## src/rtl/gpio_efg_pkg.sv

```systemverilog
// shared constants and carrier types for the port e/f/g block
package gpio_efg_pkg;
   localparam logic [7:0] port_e_data_offset = 8'h08;
   localparam logic [7:0] port_f_data_offset = 8'h09;
   localparam logic [7:0] port_g_data_offset = 8'h0a;
   localparam logic [7:0] port_e_dir_offset = 8'h0c;
   localparam logic [7:0] port_f_dir_offset = 8'h0d;
   localparam logic [7:0] port_g_dir_offset = 8'h0e;
   localparam int port_e_width = 8;
   localparam int port_f_width = 5;
   localparam int port_g_width = 3;
   localparam int timer_pins = 4;
   localparam logic [7:0] dir_reset_value = 8'h00;
   localparam logic [1:0] els_gpio = 2'h0;

   typedef struct packed {
      logic [7:0] addr;
      logic [7:0] wdata;
      logic wr;
      logic rd;
   } bus_req_type;

   typedef struct packed {
      logic [7:0] value;
      logic [7:0] oe;
   } pin_drive_type;
endpackage : gpio_efg_pkg

```

## src/rtl/pin_sync.sv

```systemverilog
// two-flop synchroniser for a group of pin inputs
`timescale 1ns/1ps
module pin_sync #(parameter int width = 8)
(
   input wire logic sys_clk,
   input wire logic [width-1:0] async_in,
   output logic [width-1:0] sync_out
);
   logic [width-1:0] stage1;
   logic [width-1:0] stage2;

   // no reset: pin levels carry no control state
   always_ff @(posedge sys_clk)
   begin
      stage1 <= async_in;
      stage2 <= stage1;
   end

   assign sync_out = stage2;
endmodule : pin_sync

```

## src/rtl/port_bit.sv

```systemverilog
// one gpio pin slice: output drive choice and read-back mux
`timescale 1ns/1ps
module port_bit
(
   input wire logic latch,
   input wire logic dir,
   input wire logic pin_level,
   input wire logic periph_owns,
   input wire logic periph_out,
   input wire logic periph_oe,
   output logic read_value,
   output logic drive_value,
   output logic drive_oe
);
   // direction picks latch or pin even when a peripheral owns the pin
   assign read_value = dir ? latch : pin_level;
   assign drive_value = periph_owns ? periph_out : latch;
   assign drive_oe = periph_owns ? periph_oe : dir;
endmodule : port_bit

```

## src/rtl/gpio_ports_e_f_g.sv

```systemverilog
// gpio logic for ports e, f and g with register port
`timescale 1ns/1ps
module gpio_ports_e_f_g
   import gpio_efg_pkg::*;
(
   input wire logic sys_clk,
   input wire logic resetn,
   input wire logic [7:0] addr,
   input wire logic [7:0] wdata,
   input wire logic wr,
   input wire logic rd,
   output logic [7:0] rdata,
   input wire logic [port_e_width-1:0] port_e_in,
   output logic [port_e_width-1:0] port_e_out,
   output logic [port_e_width-1:0] port_e_oe,
   input wire logic [port_e_width-1:0] port_e_periph_owns,
   input wire logic [port_e_width-1:0] port_e_periph_out,
   input wire logic [port_e_width-1:0] port_e_periph_oe,
   input wire logic [port_f_width-1:0] port_f_in,
   output logic [port_f_width-1:0] port_f_out,
   output logic [port_f_width-1:0] port_f_oe,
   input wire logic [2*timer_pins-1:0] edge_level_select,
   input wire logic [timer_pins-1:0] capture_compare_out,
   input wire logic [timer_pins-1:0] capture_compare_oe,
   output logic [timer_pins-1:0] capture_compare_pins,
   input wire logic [port_g_width-1:0] port_g_in,
   output logic [port_g_width-1:0] port_g_out,
   output logic [port_g_width-1:0] port_g_oe
);
   bus_req_type req;
   logic [port_e_width-1:0] port_e_latches;
   logic [port_e_width-1:0] next_port_e_latches;
   logic [port_e_width-1:0] port_e_direction;
   logic [port_e_width-1:0] next_port_e_direction;
   logic [port_f_width-1:0] port_f_pin_data;
   logic [port_f_width-1:0] next_port_f_pin_data;
   logic [port_f_width-1:0] port_f_direction;
   logic [port_f_width-1:0] next_port_f_direction;
   logic [port_g_width-1:0] port_g_pin_data;
   logic [port_g_width-1:0] next_port_g_pin_data;
   logic [port_g_width-1:0] port_g_direction;
   logic [port_g_width-1:0] next_port_g_direction;
   logic [7:0] next_rdata;
   logic [port_e_width-1:0] e_sync;
   logic [port_f_width-1:0] f_sync;
   logic [port_g_width-1:0] g_sync;
   logic [port_e_width-1:0] e_read;
   logic [port_e_width-1:0] e_val;
   logic [port_e_width-1:0] e_en;
   logic [port_f_width-1:0] f_read;
   logic [port_f_width-1:0] f_val;
   logic [port_f_width-1:0] f_en;
   logic [port_g_width-1:0] g_read;
   logic [port_g_width-1:0] g_val;
   logic [port_g_width-1:0] g_en;
   logic [port_f_width-1:0] f_owns;
   logic [port_f_width-1:0] f_pout;
   logic [port_f_width-1:0] f_poe;
   pin_drive_type e_drive;
   pin_drive_type next_e_drive;
   logic [port_f_width-1:0] next_port_f_out;
   logic [port_f_width-1:0] next_port_f_oe;
   logic [port_g_width-1:0] next_port_g_out;
   logic [port_g_width-1:0] next_port_g_oe;
   logic [timer_pins-1:0] next_capture_compare_pins;

   assign req = '{addr: addr, wdata: wdata, wr: wr, rd: rd};

   pin_sync #(.width(port_e_width)) u_sync_e
   (
      .sys_clk(sys_clk),
      .async_in(port_e_in),
      .sync_out(e_sync)
   );

   pin_sync #(.width(port_f_width)) u_sync_f
   (
      .sys_clk(sys_clk),
      .async_in(port_f_in),
      .sync_out(f_sync)
   );

   pin_sync #(.width(port_g_width)) u_sync_g
   (
      .sys_clk(sys_clk),
      .async_in(port_g_in),
      .sync_out(g_sync)
   );

   // timer channel n owns port f pin n when its edge/level field is nonzero
   genvar i;
   generate
      for (i = 0; i < port_f_width; i = i + 1)
      begin : g_f_owner
         if (i < timer_pins)
         begin : g_timer
            assign f_owns[i] = (edge_level_select[2*i+1:2*i] != els_gpio);
            assign f_pout[i] = capture_compare_out[i];
            assign f_poe[i] = capture_compare_oe[i];
         end
         else
         begin : g_plain
            assign f_owns[i] = 1'b0;
            assign f_pout[i] = 1'b0;
            assign f_poe[i] = 1'b0;
         end
      end

      for (i = 0; i < port_e_width; i = i + 1)
      begin : g_e_bit
         port_bit u_bit
         (
            .latch(port_e_latches[i]),
            .dir(port_e_direction[i]),
            .pin_level(e_sync[i]),
            .periph_owns(port_e_periph_owns[i]),
            .periph_out(port_e_periph_out[i]),
            .periph_oe(port_e_periph_oe[i]),
            .read_value(e_read[i]),
            .drive_value(e_val[i]),
            .drive_oe(e_en[i])
         );
      end

      for (i = 0; i < port_f_width; i = i + 1)
      begin : g_f_bit
         port_bit u_bit
         (
            .latch(port_f_pin_data[i]),
            .dir(port_f_direction[i]),
            .pin_level(f_sync[i]),
            .periph_owns(f_owns[i]),
            .periph_out(f_pout[i]),
            .periph_oe(f_poe[i]),
            .read_value(f_read[i]),
            .drive_value(f_val[i]),
            .drive_oe(f_en[i])
         );
      end

      for (i = 0; i < port_g_width; i = i + 1)
      begin : g_g_bit
         port_bit u_bit
         (
            .latch(port_g_pin_data[i]),
            .dir(port_g_direction[i]),
            .pin_level(g_sync[i]),
            .periph_owns(1'b0),
            .periph_out(1'b0),
            .periph_oe(1'b0),
            .read_value(g_read[i]),
            .drive_value(g_val[i]),
            .drive_oe(g_en[i])
         );
      end
   endgenerate

   // register writes and read mux
   always_comb
   begin
      next_port_e_latches = port_e_latches;
      next_port_e_direction = port_e_direction;
      next_port_f_pin_data = port_f_pin_data;
      next_port_f_direction = port_f_direction;
      next_port_g_pin_data = port_g_pin_data;
      next_port_g_direction = port_g_direction;
      next_rdata = 8'h00;
      if (req.wr)
      begin
         case (req.addr)
            port_e_data_offset: next_port_e_latches = req.wdata;
            port_f_data_offset: next_port_f_pin_data = req.wdata[port_f_width-1:0];
            port_g_data_offset: next_port_g_pin_data = req.wdata[port_g_width-1:0];
            port_e_dir_offset: next_port_e_direction = req.wdata;
            port_f_dir_offset: next_port_f_direction = req.wdata[port_f_width-1:0];
            port_g_dir_offset: next_port_g_direction = req.wdata[port_g_width-1:0];
            default: ;
         endcase
      end
      if (req.rd)
      begin
         case (req.addr)
            port_e_data_offset: next_rdata = e_read;
            port_f_data_offset: next_rdata = {3'h0, f_read};
            port_g_data_offset: next_rdata = {5'h00, g_read};
            port_e_dir_offset: next_rdata = port_e_direction;
            port_f_dir_offset: next_rdata = {3'h0, port_f_direction};
            port_g_dir_offset: next_rdata = {5'h00, port_g_direction};
            default: next_rdata = 8'h00;
         endcase
      end
   end

   // data latches deliberately have no reset so values survive it
   always_ff @(posedge sys_clk)
   begin
      port_e_latches <= next_port_e_latches;
      port_f_pin_data <= next_port_f_pin_data;
      port_g_pin_data <= next_port_g_pin_data;
   end

   always_ff @(posedge sys_clk)
   begin
      if (!resetn)
      begin
         port_e_direction <= dir_reset_value[port_e_width-1:0];
         port_f_direction <= dir_reset_value[port_f_width-1:0];
         port_g_direction <= dir_reset_value[port_g_width-1:0];
         rdata <= 8'h00;
      end
      else
      begin
         port_e_direction <= next_port_e_direction;
         port_f_direction <= next_port_f_direction;
         port_g_direction <= next_port_g_direction;
         rdata <= next_rdata;
      end
   end

   // pin drive registered so outputs come from flops; adds one cycle of latency
   always_comb
   begin
      next_e_drive.value = e_val;
      next_e_drive.oe = e_en;
      next_port_f_out = f_val;
      next_port_f_oe = f_en;
      next_port_g_out = g_val;
      next_port_g_oe = g_en;
      next_capture_compare_pins = f_sync[timer_pins-1:0];
   end

   // oe and value cleared in reset; value then follows the unreset latch and may be unknown, harmless while floating
   always_ff @(posedge sys_clk)
   begin
      if (!resetn)
      begin
         e_drive <= '0;
         port_f_out <= '0;
         port_f_oe <= '0;
         port_g_out <= '0;
         port_g_oe <= '0;
         capture_compare_pins <= '0;
      end
      else
      begin
         e_drive <= next_e_drive;
         port_f_out <= next_port_f_out;
         port_f_oe <= next_port_f_oe;
         port_g_out <= next_port_g_out;
         port_g_oe <= next_port_g_oe;
         capture_compare_pins <= next_capture_compare_pins;
      end
   end

   assign port_e_out = e_drive.value;
   assign port_e_oe = e_drive.oe;
endmodule : gpio_ports_e_f_g

```

## config.mk

```make
export PLATFORM = sky130hd
export DESIGN_NAME = gpio_ports_e_f_g
export DESIGN_NICKNAME = d
export VERILOG_FILES = /design/src/rtl/gpio_efg_pkg.sv /design/src/rtl/pin_sync.sv /design/src/rtl/port_bit.sv /design/src/rtl/gpio_ports_e_f_g.sv
export SDC_FILE = /design/constraint.sdc
export NUM_CORES = 1
export LEC_CHECK = 0
export ABC_AREA = 1
export BUFFER_PORTS_ARGS = -buffer_cell sky130_fd_sc_hd__buf_4
export CAP_MARGIN = 20
export CORE_MARGIN = 8
export CORE_UTILIZATION = 51
export CTS_CLUSTER_DIAMETER = 120
export DETAILED_ROUTE_END_ITERATION = 16
export GPL_TIMING_DRIVEN = 0
export HOLD_SLACK_MARGIN = 0.08
export PLACE_DENSITY_LB_ADDON = 0.1
export SLEW_MARGIN = 15
export SYNTH_ARGS = -nofsm -noshare
export SYNTH_HDL_FRONTEND = slang
export SYNTH_HIERARCHICAL = 1
export SYNTH_SLANG_ARGS = --single-unit
```

## constraint.sdc

```tcl
create_clock -name sys_clk -period 1.6 [get_ports sys_clk]
set_input_delay 0.16 -clock sys_clk [delete_from_list [all_inputs] [get_ports sys_clk]]
set_output_delay 0.16 -clock sys_clk [all_outputs]
set_load 0.01 [all_outputs]
```

==> impl_metrics.env <==
export IMPL_start_kind="input pin"
export IMPL_p_int_mw=4.06
export IMPL_crit_path_start="addr[2]"
export IMPL_grt_pass1_wl_um=16600
export IMPL_core_area_um2=7690
export IMPL_netlist_area_leader_share_pct=45.7
export IMPL_drtPass1Iterations=4
export IMPL_cts_sinks=108
export IMPL_ys_seq_area_share_pct=57.6
export IMPL_n_fill_cell=622
export IMPL_final_cells=808
export IMPL_vias=3679
export IMPL_pwr_density_cell_nw_per_um2=918
export IMPL_required_ps=1600
export IMPL_crit_arrival_ps=1490
export IMPL_sw_frac_of_total_pct=22.0
export IMPL_clock_path_buffers=2
export IMPL_rows=32
export IMPL_ys_ff_latch=108
export IMPL_gr_total_overflow=0
export IMPL_worst_slew_pin_transition_ps=702
export IMPL_combPwrFrac_pct=10.3
export IMPL_drv_cap=0
export IMPL_total_power_mw=5.20
export IMPL_peakVddDrop_uv=735
export IMPL_regArea_um2=2320
export IMPL_dr_first_iter_drc_count=165
export IMPL_cts_tree="done"
export IMPL_viasPerCell=4.55
export IMPL_min_path_type="input pin to flip-flop"
export IMPL_dp_cells=759
export IMPL_numCtsBuffers=9
export IMPL_syn_area_um2=4030
export IMPL_dp_hpwl_um=7350
export IMPL_synth_distinct_cells=22
export IMPL_die_area_um2=11000
export IMPL_grt_antenna_before_repair=0
export IMPL_end_kind="flip-flop"
export IMPL_htree_levels=3
export IMPL_most_common_layout_cells="nand2_1 (203), buf_4 (119), inv_1 (93), dfxtp_1 (92), dlygate4sd3_1 (33)"
export IMPL_min_period_over_period_pct=93.1
export IMPL_final_max_slew_viol_count=0
export IMPL_status="complete, no violations"
export IMPL_io_buffers=118
export IMPL_gp_congestion=0.878
export IMPL_multiInputGateArea_um2=1360
export IMPL_drc=0
export IMPL_syn_inst=520
export IMPL_period_needed_ps=1490
export IMPL_rr_startpoint="port_g_direction[0]"
export IMPL_syn_area_per_cell_um2=7.75
export IMPL_nets=777
export IMPL_ys_top_cells_by_area="dfxtp_1 (46%), nand2_1 (19%), edfxtp_1 (12%)"
export IMPL_p_sw_mw=1.14
export IMPL_pin_count=120
export IMPL_yosys_area_top_type="dfxtp_1"
export IMPL_drive_above_1_share_pct=21.5
export IMPL_finalWirelength_um=10300
export IMPL_min_delay_start="port_e_periph_out[5]"
export IMPL_die_h_um=105
export IMPL_ys_warn_count=6
export IMPL_power_frac_seq_pct=55.1
export IMPL_wl_per_cell_um=12.8
export IMPL_grt_usage_pct=18.6
export IMPL_slew_headroom_pct=53.2
export IMPL_max_freq_ghz=0.671
export IMPL_final_common_cell="nand2_1"
export IMPL_n_antenna_cell=0
export IMPL_ant_nets=0
export IMPL_fin_worst_skew_ps=8.35
export IMPL_clockRootBuffer="clkbuf_8"
export IMPL_clkTransAtPathRegs_ps=90
export IMPL_rrSetupSlack_ps=610
export IMPL_p_leak_nw=2.95
export IMPL_grt_max_degree=18
export IMPL_rsz0062_at_grt="no"
export IMPL_worst_path_max_fanout=9
export IMPL_start_util_pct=52.4
export IMPL_setup_viol_count_final=0
export IMPL_finalHoldViolations=0
export IMPL_first_global_vias=3554
export IMPL_pwr_share_clk_pct=34.6
export IMPL_area_growth_pct=40.6
export IMPL_critPathKind="input pin to flip-flop"
export IMPL_die_x_um=105
export IMPL_clock_latency_ps=360
## path summary, 6_finish.rpt
check / endpoint / depth (start not counted)
min: port_e_out[5] / 5
min reg2reg: u_sync_e/sync_out[2] / 0
max reg2reg: rdata[0] / 7
max: port_e_latches[1] / 6
## critical path: stages
cell	delay, ps
buf_4	120
inv_1	40
nand2_1	100
nor2_2	440
nand2_1	130
nor2_2	490
## layer usage
metal  track usage (%)  part of all wire (%)  wire, um
met2              33.6                    51      5230
met3              5.22                   7.1       731
met5                 0                     0         0
met1              20.5                    41      4250
met4              6.01                   1.1       116
## Yosys cell counts, drive strengths merged
cell type	number
nand2	205
nor2	29
conb	1
clkbuf	6
buf	5
edfxtp	16
a21oi	14
nor3	2
inv	94
or2	4
dfxtp	92
nand3	33
o21ai	18
o221ai	1
## registers in the layout, indices dropped and copies added (netlist names)
| name | flops |
|---|---|
| port_f_out | 5 |
| port_f_pin_data | 5 |
| port_g_oe | 3 |
| rdata | 8 |
| capture_compare_pins | 4 |
| port_e_direction | 8 |
| port_g_out | 3 |
| u_sync_e/stage1 | 8 |
| port_f_direction | 5 |
| u_sync_f/stage1 | 5 |
| u_sync_g/sync_out | 3 |
| u_sync_g/stage1 | 3 |
| port_e_out | 8 |
| port_g_direction | 3 |
| port_g_pin_data | 3 |
| port_e_oe | 8 |
| port_f_oe | 5 |
| port_e_latches | 8 |
| u_sync_f/sync_out | 5 |
| u_sync_e/sync_out | 8 |
## logic make-up after synthesis
group                  Yosys count  synth area share (%)
AO/OA/AOI/OAI                   33                  4.19
buffers and inverters          105                  10.5
flip-flops                     108                  57.6
other                            1                0.0930
AND/OR/NAND/NOR                273                  27.6
## per-stage QoR
step | setup TNS [ps] | hold WS [ps] | setup WS [ps] | util [%] | cell area (um^2)
after floorplan | 0 | 188 | 147 | - | 4100
after global placement | -4300 | 265 | -479 | 66.5 | 5110
after detailed placement | -4670 | 266 | -515 | 66.5 | 5110
after CTS | 0 | 80.1 | 115 | 73.7 | 5670
after global routing | 0 | 83.8 | 60.6 | 73.7 | 5670
final | 0 | 79.2 | 110 | 73.7 | 5670
## timing repair
| item | in CTS | in global routing |
|---|---|---|
| buffers inserted | 0 | 0 |
| resized for setup | 1 | 0 |
| hold endpoints to repair | 44 | 0 |
| setup endpoints to repair | 8 | 0 |
| hold buffers | 33 | 0 |
## area by class of cell
cell class,count,area share (%)
Buffer,11,1.21
Clock buffer,12,2.56
Clock inverter,4,1.30
Inverter,94,6.23
Multi-Input combinational cell,326,24.0
Sequential cell,108,41.0
Tap cell,102,2.25
Timing Repair Buffer,151,21.5
## power groups by stage
| stage | registers, mW | clock network, mW | logic, mW |
|---|---|---|---|
| detailed placement | 2.93 | 0 | 0.465 |
| CTS | 2.86 | 1.83 | 0.533 |
| floorplan | 2.95 | 0 | 0.172 |
| global placement | 2.92 | 0 | 0.453 |
| global route | 2.87 | 1.93 | 0.591 |
| finish | 2.86 | 1.80 | 0.535 |
No activity file was read; power rests on OpenSTA's default activity.
